<file path="src/hdl/eivl_pkg.sv">
`default_nettype none
package eivl_pkg;

  // register indices; the bus byte address is four times the index
  localparam logic [7:0] REG_B_IDX       = 8'h0a;
  localparam logic [7:0] REG_C_IDX       = 8'h0b;
  localparam logic [7:0] REG_OPTION_IDX  = 8'h1d;
  localparam logic [7:0] REG_CTRL_IDX    = 8'h20;
  localparam logic [7:0] REG_STATUS_IDX  = 8'h21;
  localparam logic [7:0] REG_VECTOR_IDX  = 8'h22;

  // pin control register fields, plus the option register edge-only bit
  localparam int FLAG_BIT    = 5;
  localparam int ENABLE_BIT  = 4;
  localparam int LEVEL_BIT   = 3;
  localparam int EDGE_BIT    = 2;
  localparam int CLEAR_BIT   = 1;
  localparam int VALUE_BIT   = 0;
  localparam int EDGE_ONLY_BIT = 1;
  localparam logic [3:0] PIN_CTRL_RESET = 4'h0;

  // own control register fields
  localparam int MASK_BIT       = 0;
  localparam int INSTR_DONE_BIT = 1;
  localparam int STOP_BIT       = 2;
  localparam int WAIT_BIT       = 3;
  localparam int SWI_BIT        = 4;
  localparam int RESET_REQ_BIT  = 5;

  // vector addresses, high byte at the even location
  localparam logic [15:0] VEC_RESET = 16'h3ffe;
  localparam logic [15:0] VEC_SWI   = 16'h3ffc;
  localparam logic [15:0] VEC_EXT   = 16'h3ffa;
  localparam logic [15:0] VEC_CTIM  = 16'h3ff8;
  localparam logic [15:0] VEC_I2C   = 16'h3ff6;
  localparam logic [15:0] VEC_T16   = 16'h3ff4;

  localparam logic [7:0] CORE_COUNT_MAX = 8'hff;
  localparam logic [7:0] RTI_COUNT_DEF  = 8'h40;

  localparam logic [1:0] RESP_OKAY   = 2'b00;
  localparam logic [1:0] RESP_SLVERR = 2'b10;

  typedef enum logic [1:0] {
    EIVL_RUN  = 2'b00,
    EIVL_WAIT = 2'b01,
    EIVL_STOP = 2'b10
  } eivl_power_e;

  typedef struct packed {
    logic       intReq;
    logic [2:0] source;
    logic [15:0] vector;
  } eivl_request_s;

  typedef struct packed {
    logic       realtimeFlag;
    logic       realtimeEnable;
    logic       coreCounterOverflowFlag;
    logic       coreCounterOverflowEnable;
  } eivl_core_timer_s;

endpackage
`default_nettype wire

</file>
<file path="src/hdl/eivl_top.sv">
// Functional notes
// (RULE1) all three external pins share vector pair 3FFA high, 3FFB low
// (RULE2) interrupt mask set blocks every maskable request; clear allows service
// (RULE3) pin a falling edge is latched, then synchronised before reaching core; here the pin is synchronised first, then the edge is latched
// (RULE4) option bit 1 zero gives edge and low level on pin a, one edge only
// (RULE5) pin a edge-only bit resets to zero and accepts one write per reset
// (RULE6) pin b register: flag 5, enable 4, level 3, edge 2, clear 1, pin 0
// (RULE7) pin b enable bit lets pin b raise an interrupt
// (RULE8) level and edge selects pick falling, rising, falling+low, rising+high trigger
// (RULE9) valid pin b trigger sets pin b flag
// (RULE10) writing one to pin b clear strobe clears flag; strobe reads zero
// (RULE11) pin b value bit reads present pin b level
// (RULE12) pin c register has same layout, reset and enable as pin b
// (RULE13) writing one to pin c clear strobe clears flag; strobe reads zero
// (RULE14) pin c value bit reads present pin c level
// (RULE15) core timer request from realtime or overflow flag, vector 3FF8/3FF9
// (RULE16) realtime flag set after configured core timer counts once enabled
// (RULE17) overflow flag set when 8-bit core counter wraps ff to 00
// (RULE18) any of five 16-bit timer flags with enable requests vector 3FF4/3FF5
// (RULE19) i2c flag or three status flags with enable request vector 3FF6/3FF7
// (RULE20) reset sets the mask and selects reset vector 3FFE/3FFF
// (RULE21) stop turns oscillator off until external pin interrupt or reset
// (RULE22) wait halts cpu clocks, timers run; resume on reset, external, timer
// (RULE23) fixed priority: reset, swi, external, core timer, i2c, 16-bit timer
// (RULE24) pending requests are checked only when the current instruction ends
// (RULE25) each pin passes two flip-flops before edge and level qualification
//
// Implementation choice: the AXI4-Lite register port.
`timescale 1ns/100ps
`default_nettype none

module eivl_top #(
  parameter int COUNT_WIDTH = 8
) (
  input  wire logic                      clk,
  input  wire logic                      resetn,
  input  wire logic                      extIntPinA,
  input  wire logic                      extIntPinB,
  input  wire logic                      extIntPinC,
  input  wire logic [4:0]                timer16Flags,
  input  wire logic [4:0]                timer16Enables,
  input  wire logic [3:0]                i2cFlags,
  input  wire logic [3:0]                i2cEnables,
  input  wire logic                      coreCountTick,
  input  wire logic                      swiExec,
  input  wire logic [7:0]                s_axi_awaddr,
  input  wire logic                      s_axi_awvalid,
  output logic                           s_axi_awready,
  input  wire logic [31:0]               s_axi_wdata,
  input  wire logic [3:0]                s_axi_wstrb,
  input  wire logic                      s_axi_wvalid,
  output logic                           s_axi_wready,
  output logic [1:0]                     s_axi_bresp,
  output logic                           s_axi_bvalid,
  input  wire logic                      s_axi_bready,
  input  wire logic [7:0]                s_axi_araddr,
  input  wire logic                      s_axi_arvalid,
  output logic                           s_axi_arready,
  output logic [31:0]                    s_axi_rdata,
  output logic [1:0]                     s_axi_rresp,
  output logic                           s_axi_rvalid,
  input  wire logic                      s_axi_rready,
  output logic                           cpuIntTake,
  output eivl_pkg::eivl_request_s        cpuRequest,
  output logic                           oscEnable,
  output logic                           cpuClockEnable,
  output eivl_pkg::eivl_core_timer_s     coreTimerState
);
  import eivl_pkg::*;

  // pin synchronisers, first stage read only by the second
  logic [2:0] pinMeta_q;
  logic [2:0] pinSync_q;
  logic [2:0] pinPrev_q;
  always_ff @(posedge clk or negedge resetn) begin
    if (!resetn) begin
      pinMeta_q <= 3'h7;
      pinSync_q <= 3'h7;
      pinPrev_q <= 3'h7;
    end else begin
      pinMeta_q <= {extIntPinC, extIntPinB, extIntPinA}; // RULE25
      pinSync_q <= pinMeta_q; // RULE25
      pinPrev_q <= pinSync_q;
    end
  end

  wire [2:0] pinRise = pinSync_q & ~pinPrev_q;
  wire [2:0] pinFall = ~pinSync_q & pinPrev_q;

  // bus handshake
  logic awHeld_q, wHeld_q, bValid_q, rValid_q;
  logic [7:0] awAddr_q;
  logic [31:0] wData_q;
  logic [3:0] wStrb_q;
  logic [31:0] rData_q;
  logic [1:0] bResp_q, rResp_q;

  assign s_axi_awready = !awHeld_q && !bValid_q;
  assign s_axi_wready  = !wHeld_q && !bValid_q;
  assign s_axi_arready = !rValid_q;
  assign s_axi_bvalid  = bValid_q;
  assign s_axi_bresp   = bResp_q;
  assign s_axi_rvalid  = rValid_q;
  assign s_axi_rdata   = rData_q;
  assign s_axi_rresp   = rResp_q;

  wire awTake = s_axi_awvalid && s_axi_awready;
  wire wTake  = s_axi_wvalid && s_axi_wready;
  wire wrGo   = awHeld_q && wHeld_q;
  wire wrLane = wStrb_q[0];
  wire [5:0] wrIdx = awAddr_q[7:2];
  wire [5:0] rdIdx = s_axi_araddr[7:2];
  wire rdGo = s_axi_arvalid && s_axi_arready;

  function automatic logic hitReg(input logic [5:0] idx, input logic [7:0] reg_idx);
    hitReg = ({2'b00, idx} == reg_idx);
  endfunction

  wire wrB   = wrGo && wrLane && hitReg(wrIdx, REG_B_IDX);
  wire wrC   = wrGo && wrLane && hitReg(wrIdx, REG_C_IDX);
  wire wrOpt = wrGo && wrLane && hitReg(wrIdx, REG_OPTION_IDX);
  wire wrCtl = wrGo && wrLane && hitReg(wrIdx, REG_CTRL_IDX);
  wire wrVec = wrGo && wrLane && hitReg(wrIdx, REG_VECTOR_IDX);
  wire wrMapped = hitReg(wrIdx, REG_B_IDX) || hitReg(wrIdx, REG_C_IDX)
               || hitReg(wrIdx, REG_OPTION_IDX) || hitReg(wrIdx, REG_CTRL_IDX)
               || hitReg(wrIdx, REG_STATUS_IDX) || hitReg(wrIdx, REG_VECTOR_IDX);

  always_ff @(posedge clk or negedge resetn) begin
    if (!resetn) begin
      awHeld_q <= 1'b0;
      wHeld_q  <= 1'b0;
      bValid_q <= 1'b0;
      bResp_q  <= RESP_OKAY;
      awAddr_q <= 8'h00;
      wData_q  <= 32'h0000_0000;
      wStrb_q  <= 4'h0;
    end else begin
      if (awTake) begin
        awHeld_q <= 1'b1;
        awAddr_q <= s_axi_awaddr;
      end
      if (wTake) begin
        wHeld_q <= 1'b1;
        wData_q <= s_axi_wdata;
        wStrb_q <= s_axi_wstrb;
      end
      if (wrGo) begin
        awHeld_q <= 1'b0;
        wHeld_q  <= 1'b0;
        bValid_q <= 1'b1;
        bResp_q  <= wrMapped ? RESP_OKAY : RESP_SLVERR;
      end else if (bValid_q && s_axi_bready) begin
        bValid_q <= 1'b0;
      end
    end
  end

  // pin a mode, write-once after reset
  logic edgeOnlyA_q, optWritten_q;
  always_ff @(posedge clk or negedge resetn) begin
    if (!resetn) begin
      edgeOnlyA_q  <= 1'b0; // RULE5
      optWritten_q <= 1'b0;
    end else if (wrOpt && !optWritten_q) begin
      edgeOnlyA_q  <= wData_q[EDGE_ONLY_BIT]; // RULE4
      optWritten_q <= 1'b1; // RULE5
    end
  end

  // pin a latch; level mode re-arms while the pin stays low
  logic pendA_q;
  wire trigA = pinFall[0] || (!edgeOnlyA_q && !pinSync_q[0]); // RULE3 RULE4

  // pins b and c
  logic [1:0] enable_q, level_q, edgeSel_q, flag_q;
  wire [1:0] wrBC = {wrC, wrB};
  genvar g;
  generate
    for (g = 0; g < 2; g++) begin : gPin
      wire pinNow = pinSync_q[g+1];
      wire trig = edgeSel_q[g]
                ? (pinRise[g+1] || (level_q[g] && pinNow))
                : (pinFall[g+1] || (level_q[g] && !pinNow)); // RULE8
      wire clr = wrBC[g] && wData_q[CLEAR_BIT]; // RULE10 RULE13
      always_ff @(posedge clk or negedge resetn) begin
        if (!resetn) begin
          enable_q[g]  <= PIN_CTRL_RESET[0]; // RULE6 RULE12
          level_q[g]   <= PIN_CTRL_RESET[1];
          edgeSel_q[g] <= PIN_CTRL_RESET[2];
          flag_q[g]    <= PIN_CTRL_RESET[3];
        end else begin
          if (wrBC[g]) begin
            enable_q[g]  <= wData_q[ENABLE_BIT]; // RULE7 RULE12
            level_q[g]   <= wData_q[LEVEL_BIT];
            edgeSel_q[g] <= wData_q[EDGE_BIT];
          end
          // set wins over the clear strobe
          if (trig && enable_q[g]) begin
            flag_q[g] <= 1'b1; // RULE9
          end else if (clr) begin
            flag_q[g] <= 1'b0; // RULE10 RULE13
          end
        end
      end
    end
  endgenerate

  // core timer: counter driven by a one-cycle tick
  logic [COUNT_WIDTH-1:0] coreCount_q;
  logic [7:0] rtiCount_q;
  logic [7:0] rtiPeriod_q;
  logic rtiFlag_q, rtiEn_q, ovfFlag_q, ovfEn_q;
  wire wrStat = wrGo && wrLane && hitReg(wrIdx, REG_STATUS_IDX);
  wire rtiHit = coreCountTick && rtiEn_q && (rtiCount_q == rtiPeriod_q); // RULE16
  wire ovfHit = coreCountTick && ovfEn_q
              && (coreCount_q == COUNT_WIDTH'(CORE_COUNT_MAX)); // RULE17

  // counters only move on the tick; status flags clear by writing one
  always_ff @(posedge clk or negedge resetn) begin
    if (!resetn) begin
      coreCount_q <= '0;
      rtiCount_q  <= 8'h00;
      rtiPeriod_q <= RTI_COUNT_DEF;
      rtiEn_q     <= 1'b0;
      ovfEn_q     <= 1'b0;
      rtiFlag_q   <= 1'b0;
      ovfFlag_q   <= 1'b0;
    end else begin
      if (coreCountTick) begin
        coreCount_q <= coreCount_q + COUNT_WIDTH'(1); // wraps all ones to zero
        rtiCount_q  <= rtiHit ? 8'h00 : rtiCount_q + 8'h01;
      end
      if (wrVec) begin
        rtiPeriod_q <= wData_q[15:8];
        rtiEn_q     <= wData_q[0];
        ovfEn_q     <= wData_q[1];
      end
      if (rtiHit) begin
        rtiFlag_q <= 1'b1; // RULE16
      end else if (wrStat && wData_q[2]) begin
        rtiFlag_q <= 1'b0;
      end
      if (ovfHit) begin
        ovfFlag_q <= 1'b1; // RULE17
      end else if (wrStat && wData_q[3]) begin
        ovfFlag_q <= 1'b0;
      end
    end
  end

  assign coreTimerState = '{rtiFlag_q, rtiEn_q, ovfFlag_q, ovfEn_q};

  // cpu side control
  logic mask_q;
  logic instrDone_q;
  eivl_power_e power_q;
  wire extReq  = pendA_q || |flag_q;
  wire ctimReq = (rtiFlag_q && rtiEn_q) || (ovfFlag_q && ovfEn_q); // RULE15
  wire t16Req  = |(timer16Flags & timer16Enables); // RULE18
  wire i2cReq  = |(i2cFlags & i2cEnables); // RULE19
  wire anyHw   = !mask_q && (extReq || ctimReq || t16Req || i2cReq); // RULE2
  wire takeNow = instrDone_q && (swiExec || anyHw); // RULE24

  // fixed priority
  wire [15:0] vecSel = swiExec ? VEC_SWI
                     : extReq  ? VEC_EXT // RULE1
                     : ctimReq ? VEC_CTIM
                     : i2cReq  ? VEC_I2C
                     : VEC_T16; // RULE23
  wire [2:0] srcSel = swiExec ? 3'd1 : extReq ? 3'd2 : ctimReq ? 3'd3
                    : i2cReq ? 3'd4 : 3'd5;

  always_ff @(posedge clk or negedge resetn) begin
    if (!resetn) begin
      pendA_q <= 1'b0;
    end else if (trigA) begin
      pendA_q <= 1'b1; // RULE3
    end else if (cpuIntTake && srcSel == 3'd2) begin
      pendA_q <= 1'b0; // cleared on entry to service
    end
  end

  always_ff @(posedge clk or negedge resetn) begin
    if (!resetn) begin
      mask_q      <= 1'b1; // RULE20
      instrDone_q <= 1'b0;
      power_q     <= EIVL_RUN;
      cpuIntTake  <= 1'b0;
      cpuRequest  <= '{1'b1, 3'd0, VEC_RESET}; // RULE20
    end else begin
      cpuIntTake <= takeNow;
      if (takeNow) begin
        cpuRequest <= '{1'b1, srcSel, vecSel};
        mask_q     <= 1'b1;
      end else if (wrCtl) begin
        mask_q      <= wData_q[MASK_BIT]; // RULE2
        instrDone_q <= wData_q[INSTR_DONE_BIT];
        cpuRequest.intReq <= 1'b0;
      end
      case (power_q)
        EIVL_RUN: begin
          if (wrCtl && wData_q[STOP_BIT]) begin
            power_q <= EIVL_STOP;
          end else if (wrCtl && wData_q[WAIT_BIT]) begin
            power_q <= EIVL_WAIT;
          end
        end
        EIVL_WAIT: begin
          if (extReq || ctimReq || t16Req) begin
            power_q <= EIVL_RUN; // RULE22
          end
        end
        EIVL_STOP: begin
          if (extReq) begin
            power_q <= EIVL_RUN; // RULE21
          end
        end
        default: begin
          power_q <= EIVL_RUN;
        end
      endcase
    end
  end

  assign oscEnable      = (power_q != EIVL_STOP); // RULE21
  assign cpuClockEnable = (power_q == EIVL_RUN); // RULE22

  // read path
  wire [7:0] regB = {2'b00, flag_q[0], enable_q[0], level_q[0], edgeSel_q[0],
                     1'b0, pinSync_q[1]}; // RULE11
  wire [7:0] regC = {2'b00, flag_q[1], enable_q[1], level_q[1], edgeSel_q[1],
                     1'b0, pinSync_q[2]}; // RULE14
  wire rdB   = hitReg(rdIdx, REG_B_IDX);
  wire rdC   = hitReg(rdIdx, REG_C_IDX);
  wire rdOpt = hitReg(rdIdx, REG_OPTION_IDX);
  wire rdCtl = hitReg(rdIdx, REG_CTRL_IDX);
  wire rdSt  = hitReg(rdIdx, REG_STATUS_IDX);
  wire rdVec = hitReg(rdIdx, REG_VECTOR_IDX);
  wire [31:0] rdVal = rdB ? {24'h00_0000, regB}
                    : rdC ? {24'h00_0000, regC}
                    : rdOpt ? {30'h0000_0000, edgeOnlyA_q, 1'b0}
                    : rdCtl ? {28'h000_0000, power_q, instrDone_q, mask_q}
                    : rdSt ? {28'h000_0000, ovfFlag_q, rtiFlag_q, pendA_q, extReq}
                    : rdVec ? {16'h0000, rtiPeriod_q, 6'h00, ovfEn_q, rtiEn_q}
                    : 32'h0000_0000;
  wire rdMapped = rdB || rdC || rdOpt || rdCtl || rdSt || rdVec;

  always_ff @(posedge clk or negedge resetn) begin
    if (!resetn) begin
      rValid_q <= 1'b0;
      rData_q  <= 32'h0000_0000;
      rResp_q  <= RESP_OKAY;
    end else if (rdGo) begin
      rValid_q <= 1'b1;
      rData_q  <= rdVal;
      rResp_q  <= rdMapped ? RESP_OKAY : RESP_SLVERR;
    end else if (rValid_q && s_axi_rready) begin
      rValid_q <= 1'b0;
    end
  end

endmodule

`default_nettype wire

</file>
<file path="config.mk">
export PLATFORM = sky130hd
export DESIGN_NAME = eivl_top
export DESIGN_NICKNAME = d
export VERILOG_FILES = /design/src/hdl/eivl_pkg.sv /design/src/hdl/eivl_top.sv
export SDC_FILE = /design/constraint.sdc
export NUM_CORES = 1
export LEC_CHECK = 0
export BUFFER_PORTS_ARGS = -buffer_cell sky130_fd_sc_hd__buf_2
export CORE_MARGIN = 8
export CORE_UTILIZATION = 46
export CTS_CLUSTER_DIAMETER = 120
export DETAILED_ROUTE_END_ITERATION = 16
export GPL_TIMING_DRIVEN = 0
export PLACE_DENSITY = 0.83
export SETUP_SLACK_MARGIN = 0.15
export SYNTH_ARGS = -nofsm -noshare
export SYNTH_HDL_FRONTEND = slang
export SYNTH_SLANG_ARGS = --single-unit
</file>
<file path="constraint.sdc">
create_clock -name clk -period 1.6 [get_ports clk]
set_input_delay 0.24 -clock clk [delete_from_list [all_inputs] [get_ports clk]]
set_output_delay 0.24 -clock clk [all_outputs]
set_load 0.01 [all_outputs]
</file>
==> impl_metrics.tcl, run 1 <==
set metrics [dict create \
    status "finished clean" \
    post_synth.cell_area_avg_um2 11.4 \
    ys_seq_area_share_pct 54.9 \
    yosysTopAreaCell "dfrtp_1" \
    regArea_um2 2530 \
    hold_depth 2 \
    final_nets 659 \
    path_delay_family "simple AND/OR/NAND/NOR gates" \
    cts_tree "yes" \
    maxSlewViolCount 0 \
    reg2reg_to "enable_q[1]" \
    endpoint_kind "register" \
    crit_chain "nand3_4 > nor3_4 > nand4_1 > mux2_4" \
    clk_pin_slew_ns 0.10 \
    grt_max_degree 66 \
    synthMuxAreaShare_pct 9.71 \
    synth_fa_ha_area_share_pct 0.545 \
    synthTopCellsByArea "dfrtp_1 46%, mux2_2 8.8%, dfstp_2 8.6%, buf_4 6.1%, xnor2_1 3.4%" \
    clock-root-buffer "clkbuf_8" \
    area_growth_pct 37.5 \
    crit_path_top_delay_cell "dfrtp_1" \
    regToRegStartpoint "awHeld_q" \
    synth.distinct_cells 50 \
    crit_fanout 4 \
    start_kind "register" \
    cts.sinks 100 \
    instances_no_fill 713 \
    track_usage_pct 18.0 \
    portBuffers 89 \
    multi_input_area_um2 2130 \
    hold_end "s_axi_rvalid" \
    synth_top_area_share_pct 46.3 \
    synth_top_family_by_area "simple AND/OR/NAND/NOR gates" \
    post-route-period-util_pct 97.7 \
    p_leak_nw 3.08 \
    synth_most_common_cell "dfrtp_1" \
    async_flop_share_pct 100 \
    drv_cap 0 \
    final_cell_area_um2 6310 \
    core_um2 9730 \
    die_area_um2 13400 \
    htree_levels 3 \
    rsz0062_at_grt "yes" \
    fill_cells 713 \
    vias_per_cell 5.15 \
    grt_pass1_vias 3816 \
    drive_above_1_share_pct 48.4 \
    dpl_cell_area_um2 5420 \
    required_ns 1.87 \
    path_buf_inv 0 \
    vias 3674 \
    fp.dieW_um 116 \
    dr.pass1.iters 5 \
    die_height_um 116 \
    power_mw 8.50 \
    cpPeakStageDelay_ns 0.42 \
    worst_pin_slew_ns 0.526 \
    worstSkewPairLatency_ns 0.38 \
    hold_viol 0 \
    finalClockSkew_ns 0.0126 \
    hpwl_um 8200 \
    crit_arrival_ns 1.84 \
    layout_min_cycle_time_ns 1.56 \
    start_util_pct 47.2 \
    synth_compound_area_share_pct 9.49 \
    diodes 0 \
    grt_overflow 0 \
    max-vdd-ir-drop_mv 0.765 \
    p_per_area_nw_per_um2 1350 \
    syn_inst 404 \
    grt_pass1_wl_um 19100 \
    pin_count 150 \
    max_freq_ghz 0.640 \
    synth_flop_cell "dfrtp_1" \
    wl_per_cell_um 17.2 \
    row_count 36 \
    antenna_found_initial 0 \
    clk_path_buf_depth 2 \
    routed_wl_um 12300 \
    crit_type "register to register" \
    place_congestion 0.814 \
    synth_commonest_cells "85 x dfrtp_1, 37 x buf_4, 36 x mux2_2, 34 x nand2_1, 19 x nor2_1" \
    dp_cells 658 \
    setup_viol 0 \
    hold_start "s_axi_rready" \
    ff2ff_setup_slack_ns 0.04 \
    synth-xor-area-share_pct 4.77 \
    final_antenna_net_count 0 \
    yosys.area_share.simple_pct 12.4 \
    drc 0 \
    synth_edf_count 0 \
    ys_seq_elements 100 \
    yosys_warnings 0 \
    drt_iter0_markers 153 \
    synth_area_um2 4590 \
    hold_path_class "input port to register" \
    setup-tns-final_ns 0 \
    max_slew_margin_pct 64.9 \
    reg2reg_depth 4 \
    numCtsBuffers 9 \
]
## report_power, final
group | switching (mW) | internal [mW]
logic | 1.24 | 1.65
clock network | 0.891 | 0.773
registers | 0.754 | 3.19
total | 2.88 | 5.62
## worst max-delay path by stage
stage | from | endpoint | depth (start not counted)
finish | awHeld_q | enable_q[1] | 4
global route | flag_q[1] | instrDone_q | 5
CTS | awAddr_q[7] | edgeOnlyA_q | 4
detailed placement | s_axi_araddr[6] | s_axi_rdata[9] | 5
global placement | resetn | s_axi_rdata[5] | 1
floorplan | s_axi_araddr[6] | s_axi_rdata[3] | 6
## cells by family (layout without fill, tap and decap cells)
family	after synthesis	in the layout
adder cells (fa/ha/maj)	2	2
buffers and inverters	60	205
XOR/XNOR	25	25
flip-flops	100	100
AO/OA/AOI/OAI	64	64
multiplexers	40	40
other	2	33
AND/OR/NAND/NOR	111	111
## per-stage QoR
| stage | setup slack, ns | hold slack (ns) | utilization [%] |
|---|---|---|---|
| 4_1_cts | 0.0698 | 0.0337 | 62.0 |
| 5_1_grt | -0.0492 | 0.0375 | 64.9 |
| 3_3_place_gp | -0.642 | 0.347 | 55.4 |
| 3_5_place_dp | -0.223 | 0.228 | 55.7 |
| 2_1_floorplan | 0.0742 | -0.0556 | - |
| 6_report | 0.0374 | 0.0354 | 64.9 |
## registers in the layout (all words and copies together) (netlist names), 2 cells and up
signal and count:
pinPrev_q 3, rtiPeriod_q 8, s_axi_rdata 14, flag_q 2
wData_q 13, power_q 2, edgeSel_q 2, coreCount_q 8
enable_q 2, rtiCount_q 8, level_q 2, awAddr_q 6
cpuRequest 7, pinMeta_q 3, pinSync_q 3
## metal layers
| layer | track usage, % | vias to the layer above | wire, um |
|---|---|---|---|
| met5 | 0 | - | 0 |
| met4 | 5.96 | 0 | 265 |
| met3 | 5.16 | 22 | 1060 |
| met2 | 30.1 | 146 | 6250 |
| met1 | 21.7 | 1825 | 4690 |
| li1 | - | 1681 | - |
## worst register-to-register path: stages, from the launching register on
cell and delay, ns:
dfrtp_1 0.42, nand3_4 0.14, nor3_4 0.22, nand4_1 0.30
mux2_4 0.38
## cell usage in the layout, fill, tap and decap left out, drive strengths merged, types with 2 or more instances in the layout
cell	count
xnor2	18
nor3	7
o31ai	7
nand3b	2
nor2	19
dlygate4sd3	4
clkbuf	18
buf	167
nor2b	7
dfrtp	85
mux2	36
a22oi	2
a2bb2oi	2
nand4	10
conb	33
and3	4
dfstp	15
a211oi	3
o211ai	3
o21ai	13
nand3	11
nand2	34
clkinv	2
a21oi	13
nand2b	4
nor4	2
inv	12
a21o	3
mux2i	4
ha	2
xor2	7
a22o	9
and2	4
and4	2
## final cells by class
| class | count | share of cell area (%) |
|---|---|---|
| multi-input cells | 275 | 33.7 |
| well taps | 133 | 2.64 |
| flip-flops and latches | 100 | 40.1 |
| clock inverters | 5 | 0.952 |
| clock buffers | 11 | 2.24 |
| plain buffers | 49 | 6.03 |
| repair buffers | 129 | 13.6 |
| inverters | 11 | 0.654 |
## what timing repair did
action                                  4_1_cts  5_1_grt
resized for setup                            38       60
hold buffers                                  4        0
pin swaps                                    11       20
hold endpoints to repair                     37        0
cloned                                        1        0
buffers inserted                             24       10
endpoints found under the setup margin       49       83
(Power assumes the default switching activity.)
==> inputs of run 2 (changes only) <==
Settings changed: BUFFER_PORTS_ARGS -buffer_cell sky130_fd_sc_hd__buf_2 to -buffer_cell sky130_fd_sc_hd__buf_4, SKIP_LAST_GASP set to 1.
==> run 2 against run 1 <==
Compared with the run above: cell count decreased by 0.14%; clock power increased by 8%; count of clock-buffer cells in the layout decreased by 2; global-route usage decreased by 0.69 points; largest power group unchanged.
==> impl_metrics.tcl, run 2 (synthesis results as in run 1) <==
set metrics [dict create \
    max_slew_margin_pct 58.8 \
    antenna_found_initial 0 \
    vias_per_cell 5.13 \
    layout_commonest_cell "buf_4" \
    instances_no_fill 712 \
    drv_cap 0 \
    setup-tns-final_ns 0 \
    final_nets 658 \
    cts_tree "yes" \
    multi_input_area_um2 2050 \
    p_per_area_nw_per_um2 1330 \
    crit_type "register to register" \
    dp_cells 657 \
    worst_pin_slew_ns 0.618 \
    post-route-period-util_pct 96.7 \
    diodes 0 \
    required_ns 1.84 \
    max-vdd-ir-drop_mv 0.837 \
    crit_arrival_ns 1.79 \
    grt_pass1_vias 3677 \
    hold_path_class "input port to register" \
    fp.dieW_um 116 \
    crit_fanout 4 \
    path_buf_inv 0 \
    final_util_pct 66.2 \
    top_layer "met4" \
    htree_levels 3 \
    vias 3650 \
    wl_met1_um 4860 \
    clk_path_buf_depth 2 \
    pin_count 150 \
    path_delay_family "simple AND/OR/NAND/NOR gates" \
    wl_per_cell_um 17.6 \
    track_usage_pct 17.3 \
    max_freq_ghz 0.646 \
    portBuffers 89 \
    setup_viol 0 \
    regArea_um2 2530 \
    largest_register_ffs 14 \
    routed_wl_um 12500 \
    hold_viol 0 \
    clk_pin_slew_ns 0.10 \
    reg2reg_depth 4 \
    clock-root-buffer "clkbuf_8" \
    cpPeakStageDelay_ns 0.46 \
    drt_iter0_markers 190 \
    fill_cells 699 \
    p_leak_nw 3.11 \
    crit_path_top_delay_cell "dfrtp_1" \
    grt_max_degree 101 \
    grt_overflow 0 \
    die_height_um 116 \
    start_kind "register" \
    worstSkewPairLatency_ns 0.36 \
    place_congestion 0.833 \
    core_um2 9730 \
    finalClockSkew_ns 0.0190 \
    maxSlewViolCount 0 \
    cts.sinks 100 \
    path_depth 4 \
    dr.pass1.iters 5 \
    wl_met2_um 6230 \
    numCtsBuffers 9 \
    row_count 36 \
    final_antenna_net_count 0 \
    hold_depth 2 \
    hpwl_um 7960 \
    drc 0 \
    crit_chain "nor2b_4 > nand4_1 > nor4_2 > mux2_2" \
    wl_met3_um 1090 \
    power_mw 8.54 \
    grt_pass1_wl_um 18400 \
    rsz0062_at_grt "yes" \
    layout_min_cycle_time_ns 1.55 \
    drive_above_1_share_pct 47.8 \
    die_area_um2 13400 \
    start_util_pct 47.2 \
    final_cell_mix "153 x buf_4, 77 x dfrtp_1, 33 x nand2_1, 33 x conb_1, 30 x mux2_2" \
    endpoint_kind "register" \
    status "finished clean" \
    area_growth_pct 40.2 \
]
[run 2: cell count changes in the layout (fill, tap and decap cells not counted), sizes merged]
| cell | before | now |
|---|---|---|
| clkbuf | 18 | 15 |
| bufinv | 1 | 2 |
| inv | 12 | 13 |
[run 2: repair_timing]
| action | in CTS | in global routing |
|---|---|---|
| endpoints found under the setup margin | 52 | 77 |
| hold buffers | 3 | 1 |
| pin swaps | 12 | 17 |
| endpoints found under the hold margin | 3 | 42 |
| gates resized for setup | 35 | 41 |
| cloned | 1 | 0 |
| buffers inserted | 20 | 13 |
[run 2: path summary, 6_finish.rpt]
kind | start | end | slack, ns
max | awAddr_q[5] | edgeOnlyA_q | 0.05
min | s_axi_rready | s_axi_rvalid | 0.04
max reg2reg | awAddr_q[5] | edgeOnlyA_q | 0.05
min reg2reg | pinMeta_q[2] | pinSync_q[2] | 0.36
max in group asynchronous | resetn | pinMeta_q[1] | 0.43
min in group asynchronous | resetn | coreCount_q[4] | 0.43
[run 2: through the flow]
stage               hold WS [ns]  worst slack, ns  area (um^2)
floorplan                -0.0556           0.0742         4780
finish                    0.0446           0.0528         6440
detailed placement         0.348           -0.255         5610
CTS                       0.0488            0.101         6200
global placement           0.348           -0.250         5610
global route              0.0415          -0.0154         6440
[run 2: where the power goes]
part	switching (mW)	leakage, nW	internal, mW
Sequential	0.735	1.23	3.19
Combinational	1.20	1.76	1.61
Clock	0.901	0.110	0.892
[run 2: final cells by class]
cell class              instances  share of cell area (%)
multi-input cells             275                    31.8
plain buffers                  49                    6.03
inverters                      11                   0.642
flip-flops and latches        100                    39.3
repair buffers                128                    16.1
clock inverters                 7                    1.54
well taps                     133                    2.59
clock buffers                   9                    1.92
[run 2: metal layers]
metal | vias up | GRT usage (%)
li1 | 1686 | -
met1 | 1780 | 21.1
met2 | 156 | 29.3
met3 | 28 | 4.33
met4 | 0 | 5.53
met5 | - | 0
